## src/design/tape_word_loader_regs.svh

```systemverilog
// Constants of the tape word loader: register offsets, field positions,
// reset values and timing counts. Included by the loader and the print serializer.
`ifndef TAPE_WORD_LOADER_REGS_SVH
`define TAPE_WORD_LOADER_REGS_SVH

// Clock and debounce timing
`define TWL_CLK_PERIOD_NS 20
`define TWL_DEB_TIME_NS 1000000
`define TWL_DEB_CYCLES ((`TWL_DEB_TIME_NS + `TWL_CLK_PERIOD_NS - 1) / `TWL_CLK_PERIOD_NS)

// Word geometry
`define TWL_ROWS 4'hA
`define TWL_SHIFTS 6'h28
`define TWL_DIGITS 4'hA

// Register byte offsets
`define TWL_OFF_CTRL 8'h00
`define TWL_OFF_TGT_LO 8'h04
`define TWL_OFF_TGT_HI 8'h08
`define TWL_OFF_SRC_LO 8'h0C
`define TWL_OFF_SRC_HI 8'h10

// Control write bits
`define TWL_CTRL_CLR_TGT 0
`define TWL_CTRL_CLR_STICKY 1

// Status read fields
`define TWL_ST_BUSY 0
`define TWL_ST_RELEASE 1
`define TWL_ST_RECOG 2
`define TWL_ST_TEND 3
`define TWL_ST_SPERR 4
`define TWL_ST_PBUSY 5
`define TWL_ST_ROW_LSB 8
`define TWL_ST_CNT_LSB 16

// Reset values
`define TWL_WORD_RST 40'h00_0000_0000

`endif

```

## src/design/twl_pkg.sv

```systemverilog
// Types shared by the tape word loader, its reader model and its testbench.
// Assumes the constants header is compiled alongside.
package twl_pkg;

    // One bit per commutator segment, in brush order
    typedef struct packed {
        logic stop;
        logic start;
        logic [5:1] num;
    } seg_t;

    // One sensed tape row: pin 1 plus four digit pins
    typedef struct packed {
        logic space_hole;
        logic [3:0] digits;
    } tape_row_t;

    typedef enum logic [1:0] {ST_IDLE, ST_ROWS, ST_TAIL} load_state_t;

endpackage

```

## src/design/tape_word_loader.sv

```systemverilog
// Tape word loader: builds a 40-bit word from ten tape rows and prints a word.
// Assumes reader contacts are raw and may bounce; register port is synchronous.
//
// Decided for this implementation: the register addresses and the plain strobed port.
`include "tape_word_loader_regs.svh"
module tape_word_loader
    import twl_pkg::*;
#(
    parameter int WORD_W = 40,
    parameter int DEB_CYCLES = `TWL_DEB_CYCLES
) (
    // Clock and reset
    input wire logic sys_clk_i,
    input wire logic rst_b_i,
    // Operation requests
    input wire logic go_enable_i,
    input wire logic input_operate_i,
    input wire logic print_operate_i,
    // Reader
    input wire seg_t seg_raw_i,
    input wire tape_row_t tape_row_i,
    output logic reader_release_o,
    // Indications
    output logic recognize_o,
    output logic tape_end_o,
    // Printer stream
    output logic [3:0] print_char_o,
    output logic print_valid_o,
    input wire logic print_ready_i,
    // Register port
    input wire logic [7:0] reg_addr_i,
    input wire logic [31:0] reg_wdata_i,
    input wire logic reg_wr_i,
    input wire logic reg_rd_i,
    output logic [31:0] reg_rdata_o
);
    seg_t seg_lvl;
    seg_t seg_rise;
    seg_t seg_fall;
    load_state_t state_ff;
    load_state_t nxt_state;
    logic [WORD_W-1:0] target_ff;
    logic [WORD_W-1:0] nxt_target;
    logic [WORD_W-1:0] src_ff;
    logic [5:0] shift_cnt_ff;
    logic [3:0] row_ff;
    logic flag_ff;
    logic release_ff;
    logic tape_end_ff;
    logic tend_seen_ff;
    logic sperr_ff;
    logic [31:0] rdata_ff;
    logic print_busy;

    // Segment contacts, each cleaned by its own debouncer
    genvar gi;
    generate
        for (gi = 0; gi < $bits(seg_t); gi++)
        begin : g_deb
            seg_debounce #(
                .DEB_CYCLES(DEB_CYCLES),
                .CNT_W(($clog2(DEB_CYCLES + 1) < 1) ? 1 : $clog2(DEB_CYCLES + 1))
            ) u_deb (
                .sys_clk_i(sys_clk_i),
                .rst_b_i(rst_b_i),
                .raw_i(seg_raw_i[gi]),
                .lvl_o(seg_lvl[gi]),
                .rise_o(seg_rise[gi]),
                .fall_o(seg_fall[gi])
            );
        end
    endgenerate

    // Request and event decode
    wire idle = state_ff == ST_IDLE;
    wire rows = state_ff == ST_ROWS;
    wire tail = state_ff == ST_TAIL;
    wire start_in = idle && go_enable_i && input_operate_i && !print_busy;
    wire start_pr = idle && go_enable_i && print_operate_i && !input_operate_i && !print_busy;
    wire shift_go = flag_ff != shift_cnt_ff[0];
    wire load_go = rows && seg_rise.num[5] && !shift_go;
    wire last_row = row_ff == (`TWL_ROWS - 4'h1);
    wire tail_sense = tail && seg_rise.num[1];
    // The stop entry that opens the eleventh revolution comes while release is still high;
    // only the stop after the space row, with release already low, ends the input
    wire tail_done = tail && seg_rise.stop && !release_ff;
    wire space_ok = tape_row_i.space_hole && (&tape_row_i.digits);
    // Flag follows segments 1 and 3 only while rows are being read
    wire nxt_flag = rows && (seg_lvl.num[1] || seg_lvl.num[3]);

    // Register decode
    wire wr_ctrl = reg_wr_i && reg_addr_i == `TWL_OFF_CTRL;
    wire wr_src_lo = reg_wr_i && reg_addr_i == `TWL_OFF_SRC_LO;
    wire wr_src_hi = reg_wr_i && reg_addr_i == `TWL_OFF_SRC_HI;
    wire clr_tgt = wr_ctrl && reg_wdata_i[`TWL_CTRL_CLR_TGT] && idle;
    wire clr_sticky = wr_ctrl && reg_wdata_i[`TWL_CTRL_CLR_STICKY];

    // Sequencer: rows until the tenth load, then one tail revolution
    always_comb
    begin
        nxt_state = state_ff;
        unique case (state_ff)
            ST_IDLE: if (start_in) nxt_state = ST_ROWS;
            ST_ROWS: if (load_go && last_row) nxt_state = ST_TAIL;
            ST_TAIL: if (tail_done) nxt_state = ST_IDLE;
            default: nxt_state = ST_IDLE;
        endcase
    end

    // Word path: a shift has priority; a load ORs ones into the low digit
    always_comb
    begin
        nxt_target = target_ff;
        if (clr_tgt)
            nxt_target = `TWL_WORD_RST;
        else if (shift_go)
            nxt_target = {target_ff[WORD_W-2:0], 1'b0};
        else if (load_go)
            nxt_target = {target_ff[WORD_W-1:4], target_ff[3:0] | tape_row_i.digits};
    end

    // Sequencer state, flag and counters
    always_ff @(posedge sys_clk_i)
    begin
        if (!rst_b_i)
        begin
            state_ff <= ST_IDLE;
            flag_ff <= 1'b0;
            shift_cnt_ff <= 6'h00;
            row_ff <= 4'h0;
        end
        else
        begin
            state_ff <= nxt_state;
            flag_ff <= nxt_flag;
            if (start_in)
                shift_cnt_ff <= 6'h00;
            else if (shift_go)
                shift_cnt_ff <= shift_cnt_ff + 6'h01;
            if (start_in)
                row_ff <= 4'h0;
            else if (load_go && !last_row)
                row_ff <= row_ff + 4'h1;
        end
    end

    // Target word; it only moves while a load runs or on a clear
    always_ff @(posedge sys_clk_i)
    begin
        if (!rst_b_i)
            target_ff <= `TWL_WORD_RST;
        else
            target_ff <= nxt_target;
    end

    // Reader release: held for ten rows, dropped once the space row is sensed.
    // The reader itself finishes the revolution, so dropping early is safe.
    always_ff @(posedge sys_clk_i)
    begin
        if (!rst_b_i)
            release_ff <= 1'b0;
        else if (start_in)
            release_ff <= 1'b1;
        else if (tail_sense || tail_done)
            release_ff <= 1'b0;
    end

    // End pulse and sticky flags; a new event wins over a clear
    always_ff @(posedge sys_clk_i)
    begin
        if (!rst_b_i)
        begin
            tape_end_ff <= 1'b0;
            tend_seen_ff <= 1'b0;
            sperr_ff <= 1'b0;
        end
        else
        begin
            tape_end_ff <= tail_done;
            tend_seen_ff <= tail_done || (tend_seen_ff && !clr_sticky);
            sperr_ff <= (tail_sense && !space_ok) || (sperr_ff && !clr_sticky);
        end
    end

    // Print source register, written in two parts
    always_ff @(posedge sys_clk_i)
    begin
        if (!rst_b_i)
            src_ff <= `TWL_WORD_RST;
        else if (wr_src_lo)
            src_ff[31:0] <= reg_wdata_i;
        else if (wr_src_hi)
            src_ff[WORD_W-1:32] <= reg_wdata_i[WORD_W-33:0];
    end

    print_serializer #(
        .WORD_W(WORD_W),
        .DIG_W(4)
    ) u_print (
        .sys_clk_i(sys_clk_i),
        .rst_b_i(rst_b_i),
        .start_i(start_pr),
        .src_i(src_ff),
        .char_o(print_char_o),
        .char_valid_o(print_valid_o),
        .char_ready_i(print_ready_i),
        .busy_o(print_busy)
    );

    // Read mux; unmapped offsets read as zero
    wire [31:0] status_word = {10'h000, shift_cnt_ff, 4'h0, row_ff, 2'h0, print_busy, sperr_ff,
                               tend_seen_ff, recognize_o, release_ff, !idle};
    wire [31:0] rd_mux =
        (reg_addr_i == `TWL_OFF_CTRL) ? status_word :
        (reg_addr_i == `TWL_OFF_TGT_LO) ? target_ff[31:0] :
        (reg_addr_i == `TWL_OFF_TGT_HI) ? {{(64-WORD_W){1'b0}}, target_ff[WORD_W-1:32]} :
        (reg_addr_i == `TWL_OFF_SRC_LO) ? src_ff[31:0] :
        (reg_addr_i == `TWL_OFF_SRC_HI) ? {{(64-WORD_W){1'b0}}, src_ff[WORD_W-1:32]} :
        32'h0000_0000;

    // Read data stand only in the cycle after the strobe
    always_ff @(posedge sys_clk_i)
    begin
        if (!rst_b_i)
            rdata_ff <= 32'h0000_0000;
        else
            rdata_ff <= reg_rd_i ? rd_mux : 32'h0000_0000;
    end

    // Outputs
    assign reg_rdata_o = rdata_ff;
    assign reader_release_o = release_ff;
    assign recognize_o = shift_cnt_ff == `TWL_SHIFTS;
    assign tape_end_o = tape_end_ff;
endmodule

```

## src/design/seg_debounce.sv

```systemverilog
// Synchroniser and debouncer for one reader contact.
// Assumes the contact may bounce for less than DEB_CYCLES clocks.
module seg_debounce #(
    parameter int DEB_CYCLES = 50000,
    parameter int CNT_W = 16
) (
    // Clock and reset
    input wire logic sys_clk_i,
    input wire logic rst_b_i,
    // Raw contact and clean results
    input wire logic raw_i,
    output logic lvl_o,
    output logic rise_o,
    output logic fall_o
);
    logic meta_ff;
    logic sync_ff;
    logic lvl_ff;
    logic rise_ff;
    logic fall_ff;
    logic [CNT_W-1:0] cnt_ff;
    logic differ;
    logic settled;

    // Only the second stage looks at the first one
    assign differ = sync_ff != lvl_ff;
    assign settled = differ && (cnt_ff == CNT_W'(DEB_CYCLES - 1));

    // A change must hold for the full window, so bounce yields one event
    always_ff @(posedge sys_clk_i)
    begin
        if (!rst_b_i)
        begin
            meta_ff <= 1'b0;
            sync_ff <= 1'b0;
            lvl_ff <= 1'b0;
            rise_ff <= 1'b0;
            fall_ff <= 1'b0;
            cnt_ff <= '0;
        end
        else
        begin
            meta_ff <= raw_i;
            sync_ff <= meta_ff;
            cnt_ff <= (differ && !settled) ? cnt_ff + 1'b1 : '0;
            lvl_ff <= settled ? sync_ff : lvl_ff;
            rise_ff <= settled && sync_ff;
            fall_ff <= settled && !sync_ff;
        end
    end

    assign lvl_o = lvl_ff;
    assign rise_o = rise_ff;
    assign fall_o = fall_ff;
endmodule

```

## src/design/print_serializer.sv

```systemverilog
// Print path: sends a word as four-bit characters, most significant first.
// Assumes the printer side takes a character when valid and ready meet.
`include "tape_word_loader_regs.svh"
module print_serializer #(
    parameter int WORD_W = 40,
    parameter int DIG_W = 4
) (
    // Clock and reset
    input wire logic sys_clk_i,
    input wire logic rst_b_i,
    // Start and word
    input wire logic start_i,
    input wire logic [WORD_W-1:0] src_i,
    // Character stream
    output logic [DIG_W-1:0] char_o,
    output logic char_valid_o,
    input wire logic char_ready_i,
    output logic busy_o
);
    logic [WORD_W-1:0] word_ff;
    logic [3:0] left_ff;
    logic take;

    assign take = char_valid_o && char_ready_i;

    // The sign digit leaves first; the word moves up one character per take
    always_ff @(posedge sys_clk_i)
    begin
        if (!rst_b_i)
        begin
            word_ff <= '0;
            left_ff <= 4'h0;
        end
        else if (start_i && left_ff == 4'h0)
        begin
            word_ff <= src_i;
            left_ff <= `TWL_DIGITS;
        end
        else if (take)
        begin
            word_ff <= {word_ff[WORD_W-DIG_W-1:0], {DIG_W{1'b0}}};
            left_ff <= left_ff - 4'h1;
        end
    end

    assign char_o = word_ff[WORD_W-1 -: DIG_W];
    assign char_valid_o = left_ff != 4'h0;
    assign busy_o = char_valid_o;
endmodule

```

## config.mk

```make
export PLATFORM = sky130hd
export DESIGN_NAME = tape_word_loader
export DESIGN_NICKNAME = d
export VERILOG_FILES = /design/src/design/twl_pkg.sv /design/src/design/tape_word_loader.sv /design/src/design/seg_debounce.sv /design/src/design/print_serializer.sv
export VERILOG_INCLUDE_DIRS = /design/src /design/src/design
export SDC_FILE = /design/constraint.sdc
export NUM_CORES = 1
export LEC_CHECK = 0
export BUFFER_PORTS_ARGS = -buffer_cell sky130_fd_sc_hd__buf_2
export CORE_ASPECT_RATIO = 0.5
export CORE_MARGIN = 10
export CORE_UTILIZATION = 45
export CTS_CLUSTER_DIAMETER = 30
export DETAILED_ROUTE_END_ITERATION = 8
export GPL_TIMING_DRIVEN = 0
export SLEW_MARGIN = 40
export SYNTH_ARGS = -nofsm -noshare
export SYNTH_HDL_FRONTEND = slang
export SYNTH_SLANG_ARGS = --single-unit
```

## constraint.sdc

```tcl
create_clock -name sys_clk_i -period 3.1 [get_ports sys_clk_i]
set_input_delay 0.155 -clock sys_clk_i [delete_from_list [all_inputs] [get_ports sys_clk_i]]
set_output_delay 0.155 -clock sys_clk_i [all_outputs]
set_load 0.05 [all_outputs]
```

# Word-level counts from Yosys, hierarchy flattened
# Index checks and enable logic that the tools add are counted.
# Widths: inputs -> output; s select.
# op_classes
add_sub_neg	7
n_eq_ne	20
n_mux	17
n_bitwise	4
reduce_logical	73
# op_table
op	n
$mux 40	3
$mux 32	3
$add 16x1->16 const B	4
$eq 16x16->1 const B	4
$logic_and 1x1->1	37
$mux 22	1
$eq 8x4->1 const B	2
$logic_not 1->1	12
$mux 4	3
$reduce_and 2->1	6
$eq 8x3->1 const B	1
$eq 8x5->1 const B	1
$logic_not 8->1	1
$mux 8	1
$add 6x1->6 const B	1
$eq 6x6->1 const B	1
$mux 2	3
$ne 2x1->1 const B	3
$pmux 2 s3	1
$reduce_bool 2->1	3
$reduce_or 2->1	3
$reduce_or 3->1	2
$ne 1x1->1	5
$add 4x1->4 const B	1
other kinds (13)	19
# totals
reg_bits	252
inputBits	60
out_inout_bits	40

# Depth between registers and ports, before layout
# Gate-level depths: netlist of run 1.
# logic_depth
ltp_word	7
mapped_depth	8
ltp_nobuf	7

# By module
# Synthesis of run 1 repeated with hierarchy kept, for this count alone.
# hier_totals
hier_cells	1254
hier_area_um2	11001.8
# modules_own_cells
mod	instances	cells_per_inst	area_per_inst_um2
tape_word_loader	1	628	5316.3
seg_debounce	4	100	912.1
print_serializer	1	226	2037.0

# Worst setup path after synthesis of run 1
# OpenSTA, ideal clock, no wires.
# synth_timing
path_kind	register -> register
from	reg u_print.left_ff[0]
to	reg u_print.word_ff[21]
setup_time_ns	0.133
arrival_time_ns	1.577
t_required_ns	2.967
path_slack_ns	1.391
stages_incl_launch_ff	9
synth_period_minus_slack_ns	1.709
cell_sequence	dfxtp_1 -> inv_1 -> ha_1 -> nor3b_4 -> inv_2 -> nand2_2 -> buf_4 -> mux2i_1 -> a21oi_1
# synth_between
elab_chain_len	5
elab_cells_between_ends	8
# synth_lines
item	line	rtl
from (decl)	print_serializer.sv:21	logic [3:0] left_ff;
from (signal assigned)	print_serializer.sv:37	left_ff <= `TWL_DIGITS;
from (signal assigned)	print_serializer.sv:42	left_ff <= left_ff - 4'h1;
$reduce_bool 4->1 (*)	print_serializer.sv:47	assign char_valid_o = left_ff != 4'h0;
named net print_valid_o	tape_word_loader.sv:28	output logic print_valid_o,
$logic_not 1->1	tape_word_loader.sv:79	wire start_pr = idle && go_enable_i && print_operate_i && !input_operate_i && !print_busy;
$logic_and 1x1->1	tape_word_loader.sv:79	
$logic_and 1x1->1	print_serializer.sv:34	else if (start_i && left_ff == 4'h0)
$mux 40 or $reduce_bool 2->1 (tied branches)	-	
to (signal assigned)	print_serializer.sv:36	word_ff <= src_i;
to (signal assigned)	print_serializer.sv:41	word_ff <= {word_ff[WORD_W-DIG_W-1:0], {DIG_W{1'b0}}};
to (decl)	print_serializer.sv:20	logic [WORD_W-1:0] word_ff;
# Mark *: on every way through the listed nets, which the timed path passes. The rest lies on a longest branch.
# A chain may end at the register's enable or synchronous reset.

# Worst setup path after layout of run 1
# layout_timing
from	reg u_print.left_ff[0]
to	reg u_print.word_ff[39]
# layout_between
elab_chain_len	5
elab_cells_between_ends	8
# layout_lines
item	line
$reduce_bool 4->1	print_serializer.sv:47
$logic_not 1->1	tape_word_loader.sv:79
$logic_and 1x1->1	tape_word_loader.sv:79
$logic_and 1x1->1	print_serializer.sv:34
$mux 40 or $reduce_bool 2->1 (tied branches)	-
# Several ways; a longest one is shown, not always the timed one.

==> run summary, run 1 <==
status: completed
die area: 30200 um^2
CP Max Fanout: 10
DRC violations left: 0
Congestion Overflow GR: 0
number of synthesized flops with an enable pin: 0
part of the power in registers: 39.0%
Int Pwr: 6590 uW
Initial Util: 45.9%
DR iter-0 viols: 694
Filler cells: 2064
# resized after CTS: 0
clock sinks: 252
Pleak: 0.00505 uW
post-layout util: 57.1%
# hold bufs at CTS: 39
Syn Inst Count: 1189
syn_nets: 1259
PortBufs: 94
worst hold-check path type: input pin to register
multi-input logic area: 5010 um^2
Yosys top cell area share: 48.0%
Slew @ Worst Pin: 0.858 ns
WS Path Type: register to register
Yosys top cell by area: dfxtp_1
clock skew: 0.0379 ns
slowest cell on the critical path: nor3b_4
Vias/cell: 5.29
CTS tree: done
die height: 128 um
Comb power frac: 10.1%
ys async rst share: 0%
switching share of power: 25.0%
Layout area overhead: 24.5%
# rows: 39
H-tree levels: 2
cell with the most instances after synthesis: dfxtp_1
core area: 22900 um^2
Critical Path End Type: register
Final Max Tran Viols: 0
CP startpoint kind: register
share of cells above drive strength 1: 15.7%
Final Cell Area: 13100 um^2
CP required: 3.49 ns
via count: 8961
Wirelength per Cell: 16.7 um
top cells by area, synth: dfxtp_1 (48%), mux2i_1 (5.2%), nand2_1 (5.0%)
register area share after synthesis: 48.0%
NumNets Final: 1430
max-cap violation count: 0
WL final: 28200 um
period utilization: 67.4%
clock power share: 50.9%
Rel. slew slack: 42.8%
Peak VDD IR: 0.000496 V
Net Sw Power: 2200 uW
top cells by count, synth: dfxtp_1 (252), nand2_1 (140), nor2_1 (127)
Setup TNS: 0 ns
n_diodes: 0
Ports: 100
final hold vios: 0
Unique masters post-synth: 65
initial antenna violation count: 0
Setup Buffers After CTS: 0
Max Freq: 0.478 GHz
largest net degree at the start of global routing: 16
Cell Area, Placed: 11400 um^2
Max clock buf depth: 3
drt pass-1 iters: 7
All-Layer GR Usage: 18.4%
Avg Cell Area, Syn: 8.84 um^2
PwrDens: 672 nW/um^2
Synthesis Warnings: 0
Worst-path clk slew: 0.06 ns
Final Wtd Congestion: 0.947
Finish-stage setup viols: 0
fin crit period: 2.09 ns
Die W: 236 um
Max stage delay on crit path: 0.39 ns
Mapped Area: 10500 um^2
number of register bits inferred by synthesis: 252
Cell Chain, Critical Path: inv_1 -> ha_1 -> nor3b_4 -> nand4_1 -> buf_2 -> clkbuf_1 -> o21ai_0 -> a21oi_1
HPWL Detailed: 20800 um
Skew-Pair Late Insertion Delay: 0.53 ns
CTS buffer count: 36
first-pass GRT wire length: 45900 um
Root Buffer: clkbuf_16
register area: 5040 um^2
Detail Route Antenna Nets: 0
Top FF cell, synth: dfxtp_1
number of global-route vias before repair: 8969
Data arrival, critical path: 2.48 ns
RSZ-0062 raised after global routing: false
## layout make-up
type	instances	share of cell area, %
clock inverter	23	2.65
tap	307	2.94
multi-input combinational	840	38.3
clock buffer	43	7.48
buffer	74	2.79
inverter	23	0.660
sequential	252	38.6
timing repair buffer	133	6.58
## power by group through the flow
stage | clock network [uW] | registers, uW | logic (uW)
4_1_cts | 4550 | 3430 | 891
3_3_place_gp | 0 | 3500 | 842
6_report | 4470 | 3430 | 890
3_5_place_dp | 0 | 3500 | 851
5_1_grt | 4700 | 3440 | 974
2_1_floorplan | 0 | 3490 | 617
## stage by stage
| stage | std cells | setup WS [ns] | power, uW | hold slack [ns] |
|---|---|---|---|---|
| final | 1695 | 1.01 | 8790 | 0.0217 |
| after global routing | 1695 | 0.782 | 9110 | 0.0522 |
| after CTS | 1695 | 0.993 | 8870 | 0.0130 |
| after detailed placement | 1590 | 1.01 | 4350 | 0.367 |
| after global placement | 1590 | 1.02 | 4340 | 0.364 |
| after floorplan | 1189 | 1.39 | 4110 | 0.282 |
## routing by layer
layer	track usage [%]	part of all wire (%)	up-vias
li1	-	-	4482
met1	23.4	46	4243
met2	30.7	47	198
met3	4.54	5.4	38
met4	4.84	1.6	0
met5	0	0	-
## worst paths after layout
path,end,cells after the start,slack (ns),from
worst max-delay path,u_print.word_ff[39],8,1.01,u_print.left_ff[0]
worst min-delay path,target_ff[2],3,0.02,tape_row_i[2]
worst max register to register,u_print.word_ff[39],8,1.01,u_print.left_ff[0]
worst min register to register,g_deb[0].u_deb.sync_ff,1,0.44,g_deb[0].u_deb.meta_ff
## critical path, delay by kind of cell (launching register included)
kind	cells	cell delay, ns
AOI/OAI and AO/OA	2	0.28
adders and majority gates	1	0.18
buffers and inverters	3	0.56
DFF	1	0.31
and+or+nand+nor	2	0.62
## cell usage in the layout, fill, tap and decap left out, types with 5 or more instances in the layout
cell type        n
a21boi_0         6
xnor2_1         39
a31o_2           7
nor3_1          20
nand2b_1         5
xor2_1          30
dfxtp_1        252
inv_1           22
a22oi_1         18
clkbuf_1        39
ha_1            10
and3_1          13
buf_2          115
and2_1          11
nand3_1         74
bufinv_16        7
buf_4            8
nor2b_1         10
inv_6            7
nor4_1          15
o21ai_0         70
and4_1           7
a32oi_1          5
nand2_1        140
a21boi_1         6
a21oi_1         85
nand4_1         28
dlygate4sd3_1   39
nor2_1         127
clkbuf_16       37
nor4bb_1         5
mux2i_1         55
## cells by family after synthesis
family	share of synthesized area, %
AND/OR/NAND/NOR	22.8
flip-flops	48.0
AO/OA/AOI/OAI	12.3
buffers and inverters	4.30
XOR/XNOR	5.91
multiplexers	5.56
adder cells (fa/ha/maj)	1.19
## registers in the layout, summed over array words and instances (netlist names), 6 cells and up
name,count
reg_rdata_o,32
src_ff,40
g_deb.u_deb.cnt_ff,64
target_ff,40
shift_cnt_ff,6
u_print.word_ff,40
Note: power is estimated with default switching activity, not from simulation.
==> inputs of run 2 (changes only) <==
- clock period: 3.1 -> 2.1 ns (I/O delays scaled with it)
==> run 2 against run 1 <==
Effect of this change: non-clock buffer count up 5; sequential cell count unchanged; die area unchanged; critical endpoint is now print_valid_o; routed wire length is 0.38% higher.
==> run summary, run 2 (synthesis gave the netlist of run 1 again) <==
status: completed
DRC violations left: 0
CP startpoint kind: register
Vias/cell: 5.29
CP required: 2.00 ns
worst hold slack: 0.0137 ns
R2R cell count: 8
dpl cells: 1590
clock sinks: 252
via count: 8991
Detail Route Antenna Nets: 0
slowest cell on the critical path: dfxtp_1
WL final: 28300 um
worst hold-check path type: input pin to register
Congestion Overflow GR: 0
Ports: 100
Slew @ Worst Pin: 0.837 ns
Peak VDD IR: 0.000732 V
hold-critical path depth: 3
Final Max Tran Viols: 0
n_diodes: 0
die height: 128 um
PwrDens: 993 nW/um^2
PortBufs: 94
worst r2r dst: u_print.word_ff[33]
RSZ-0062 raised after global routing: true
Cell Chain, Critical Path: inv_1 -> ha_1 -> nor3b_4 -> buf_4 -> inv_2 -> buf_2
fin crit period: 2.00 ns
Worst-path clk slew: 0.06 ns
hold-critical path endpoint: reg_rdata_o[2]
Max Freq: 0.500 GHz
number of global-route vias before repair: 9008
HPWL Detailed: 20800 um
Skew-Pair Late Insertion Delay: 0.53 ns
Max stage delay on crit path: 0.31 ns
CP startpoint: u_print.left_ff[0]
Data arrival, critical path: 1.89 ns
initial antenna violation count: 0
WS Path Type: register to output pin
die area: 30200 um^2
most common cell after layout, fill and taps aside: dfxtp_1
Die W: 236 um
Final Wtd Congestion: 0.947
CTS buffer count: 36
Initial Util: 45.9%
Root Buffer: clkbuf_16
Final Non-Filler Cells: 1700
# rows: 39
DR iter-0 viols: 644
drt pass-1 iters: 5
largest net degree at the start of global routing: 16
hold_sp: reg_addr_i[1]
Rel. slew slack: 44.2%
All-Layer GR Usage: 18.4%
CTS tree: done
core area: 22900 um^2
largest reg by FF count: g_deb.u_deb.cnt_ff
NumNets Final: 1435
Critical Path End Type: output pin
worst r2r src: u_print.left_ff[0]
Finish-stage setup viols: 0
Pleak: 0.00509 uW
Wirelength per Cell: 16.7 um
clock skew: 0.0377 ns
max reg flops: 64
max-cap violation count: 0
H-tree levels: 2
period utilization: 95.2%
R2R setup slack: 0.11 ns
Layout area overhead: 25.0%
share of cells above drive strength 1: 15.9%
CP Max Fanout: 7
final hold vios: 0
first-pass GRT wire length: 46100 um
commonest non-fill, non-tap cells in the layout: dfxtp_1 (252), nand2_1 (140), nor2_1 (127), buf_2 (114), a21oi_1 (85)
Max clock buf depth: 3
-- run 2: cell count changes in the layout (fill, tap and decap cells not counted), sizes merged --
cell	previous run	this run
buf	131	133
clkbuf	80	79
dlygate4sd3	39	43
-- run 2: what timing repair did --
item                                    in CTS  in global routing
endpoints found under the setup margin       1                 25
setup buffers                                1                  1
pin swaps                                    0                  1
hold buffers                                43                  0
gates resized for setup                      0                 18
hold endpoints to repair                    50                  0
-- run 2: stage by stage --
| step | utilization [%] | setup TNS, ns | setup WS, ns | power [uW] | cell area (um^2) |
|---|---|---|---|---|---|
| after floorplan | - | 0 | 0.391 | 6060 | 10500 |
| after global placement | 49.7 | 0 | 0.0184 | 6410 | 11400 |
| after detailed placement | 49.7 | 0 | 0.00576 | 6420 | 11400 |
| after CTS | 57.4 | 0 | 0.0722 | 13100 | 13100 |
| after global routing | 57.4 | -0.0294 | -0.0144 | 13500 | 13100 |
| final | 57.4 | 0 | 0.102 | 13000 | 13100 |
-- run 2: final cells by class --
cell class                 count  area (um^2)
clock inverter                23          347
tap                          307          384
inverter                      23         86.3
clock buffer                  43          978
multi-input combinational    840         5020
fill                        2055         9750
sequential                   252         5040
buffer                        73          367
timing repair buffer         139          916
-- run 2: worst max path at each step --
stage | endpoint | slack [ns]
2_1_floorplan | u_print.word_ff[21] | 0.39
4_1_cts | u_print.word_ff[14] | 0.07
6_report | print_valid_o | 0.10
5_1_grt | u_print.word_ff[33] | -0.01
3_5_place_dp | u_print.word_ff[39] | 0.006
3_3_place_gp | u_print.word_ff[14] | 0.02
-- run 2: report_power, final --
part | internal, uW | leakage [uW] | switching (uW)
clock | 4260 | 0.000651 | 2350
sequential | 4950 | 0.00203 | 109
combinational | 563 | 0.00240 | 810
total | 9780 | 0.00509 | 3260
-- run 2: layer usage --
layer	wire length, um	track usage [%]	vias to the layer above
li1	-	-	4494
met5	0	0	-
met3	1720	4.43	44
met1	12900	23.5	4227
met4	490	4.91	0
met2	13300	30.9	226
-- run 2: worst max-delay path: cells and delay by family (launching register included) --
| family | cells | cell delay [ns] |
|---|---|---|
| flip-flops | 1 | 0.31 |
| adder cells (fa/ha/maj) | 1 | 0.18 |
| AND/OR/NAND/NOR | 1 | 0.31 |
| buffers and inverters | 4 | 0.57 |
==> inputs of run 3 (changes only) <==
- CORE_MARGIN: 10 -> 2
- PLACE_DENSITY: not set -> 0.64
==> run 3 against run 2 <==
Effect of this change: utilization is 0.28 points lower; non-clock buffer count decreased by 1; routed wire length shrank 1.7%; combinational power hardly changed; die area down 18%; largest cell class unchanged; highest routed layer unchanged; count of clock-buffer cells in the layout grew 4.
==> run summary, run 3 (synthesis gave the netlist of run 1 again) <==
pre-CTS setup slack: -0.0259 ns
worst r2r dst: u_print.word_ff[9]
Filler cells: 1961
Ports: 100
Die W: 220 um
via count: 9097
Peak VDD IR: 0.000729 V
Cell Chain, Critical Path: inv_1 -> ha_1 -> nor3b_4 -> nand4_1 -> buf_6 -> clkbuf_1 -> o21ai_0 -> a21oi_1
part of the power in registers: 39.9%
DRC violations left: 0
HPWL Detailed: 19900 um
Initial Util: 45.9%
core area: 22900 um^2
Critical Path End Type: register
R2R setup slack: 0.04 ns
Final Wtd Congestion: 0.907
most common cell after layout, fill and taps aside: dfxtp_1
worst r2r src: u_print.left_ff[0]
R2R cell count: 8
largest reg by FF count: g_deb.u_deb.cnt_ff
final hold vios: 0
Worst path depth: 8
first-pass GRT wire length: 45000 um
All-Layer GR Usage: 22.8%
Max Freq: 0.486 GHz
NumNets Final: 1435
status: completed
Root Buffer: clkbuf_16
Int Pwr: 9450 uW
die height: 112 um
DR iter-0 viols: 664
CP startpoint kind: register
Data arrival, critical path: 2.44 ns
Pleak: 0.00505 uW
Finish-stage setup viols: 0
Setup crit end: u_print.word_ff[9]
RSZ-0062 raised after global routing: true
WP buf/inv: 3
slowest cell on the critical path: nor3b_4
clock skew: 0.0258 ns
initial antenna violation count: 2
clock sinks: 252
Rel. slew slack: 55.4%
fin crit period: 2.06 ns
Detail Route Antenna Nets: 0
Wirelength per Cell: 16.4 um
Skew-Pair Late Insertion Delay: 0.52 ns
Layout area overhead: 24.4%
WS Path Type: register to register
Net Sw Power: 3250 uW
CP Max Fanout: 10
WL final: 27900 um
cell family with most CP delay: simple AND/OR/NAND/NOR gates
CP required: 2.48 ns
worst hold slack: 0.0188 ns
max reg flops: 64
largest net degree at the start of global routing: 17
Comb power frac: 10.8%
Max clock buf depth: 3
CTS tree: done
CP startpoint: u_print.left_ff[0]
Slew @ Worst Pin: 0.669 ns
CTS buffer count: 37
Worst-path clk slew: 0.06 ns
clock power share: 49.3%
commonest non-fill, non-tap cells in the layout: dfxtp_1 (252), nand2_1 (140), nor2_1 (127), buf_2 (114), a21oi_1 (85)
drt pass-1 iters: 5
# rows: 39
PnR Total Power: 12700 uW
die area: 24700 um^2
Congestion Overflow GR: 0
Max stage delay on crit path: 0.32 ns
number of global-route vias before repair: 8884
period utilization: 98.0%
worst setup margin: 0.0411 ns
PwrDens: 971 nW/um^2
worst hold-check path type: input pin to register
switching share of power: 25.6%
Vias/cell: 5.35
Final Max Tran Viols: 0
PortBufs: 94
share of cells above drive strength 1: 15.7%
max-cap violation count: 0
H-tree levels: 2
run 3: changes by cell type in the layout (fill, tap and decap cells not counted), sizes merged:
cell / delta
clkinvlp: +1
inv: -1
diode: +1
dlygate4sd3: -1
bufinv: -4
clkbuf: +4
run 3: timing repair:
action                     CTS  global route
cloned                       0             0
hold buffers                42             0
hold endpoints to repair    52             0
gates resized for setup      1            10
buffers inserted             1             1
pin swaps                    0             1
setup endpoints to repair    7            34
run 3: power by group through the flow:
stage	clock, uW	sequential [uW]	combinational [uW]
after floorplan	0	5150	911
after global placement	0	5160	1230
after detailed placement	0	5160	1250
after CTS	6360	5070	1340
after global routing	6590	5080	1490
final	6250	5070	1370
run 3: layout make-up:
| type | instances | area, um^2 | share of cell area, % |
|---|---|---|---|
| Inverter | 23 | 86.3 | 0.660 |
| Clock inverter | 19 | 230 | 1.76 |
| Multi-Input combinational cell | 840 | 5020 | 38.4 |
| Sequential cell | 252 | 5040 | 38.6 |
| Clock buffer | 47 | 1040 | 7.92 |
| Buffer | 73 | 369 | 2.82 |
| Antenna cell | 1 | 2.50 | 0.0191 |
| Tap cell | 307 | 384 | 2.94 |
| Timing Repair Buffer | 138 | 906 | 6.93 |
run 3: worst min-delay path by stage:
| stage | start | end | slack, ns | depth (start not counted) |
|---|---|---|---|---|
| finish | tape_row_i[3] | target_ff[3] | 0.02 | 3 |
| global route | tape_row_i[3] | target_ff[3] | 0.02 | 3 |
| CTS | tape_row_i[3] | target_ff[3] | 0.006 | 3 |
| detailed placement | seg_raw_i[0] | g_deb[0].u_deb.meta_ff | 0.31 | 2 |
| global placement | seg_raw_i[2] | g_deb[2].u_deb.meta_ff | 0.32 | 2 |
| floorplan | seg_raw_i[0] | g_deb[0].u_deb.meta_ff | 0.23 | 1 |
run 3: worst min-delay path, delay by kind of cell:
kind	cells	cell delay, ns
compound gates	1	0.08
simple gates	1	0.18
buf+inv	1	0.08
run 3: stage by stage:
stage | instance area, um^2 | util [%] | cells | TNS, ns
finish | 13100 | 57.1 | 1700 | 0
floorplan | 10500 | - | 1189 | 0
detailed placement | 11400 | 49.7 | 1590 | -0.0715
global placement | 11400 | 49.7 | 1590 | 0
global route | 13100 | 57.1 | 1700 | -0.0509
CTS | 13100 | 57.1 | 1699 | 0
run 3: routing by layer:
metal  GRT usage [%]  up-vias  wire length, um
met3            4.72       53             1760
met2            37.8      223            13000
met1            30.2     4323            12500
li1                -     4498                -
met5               0        -                0
met4            6.40        0              613
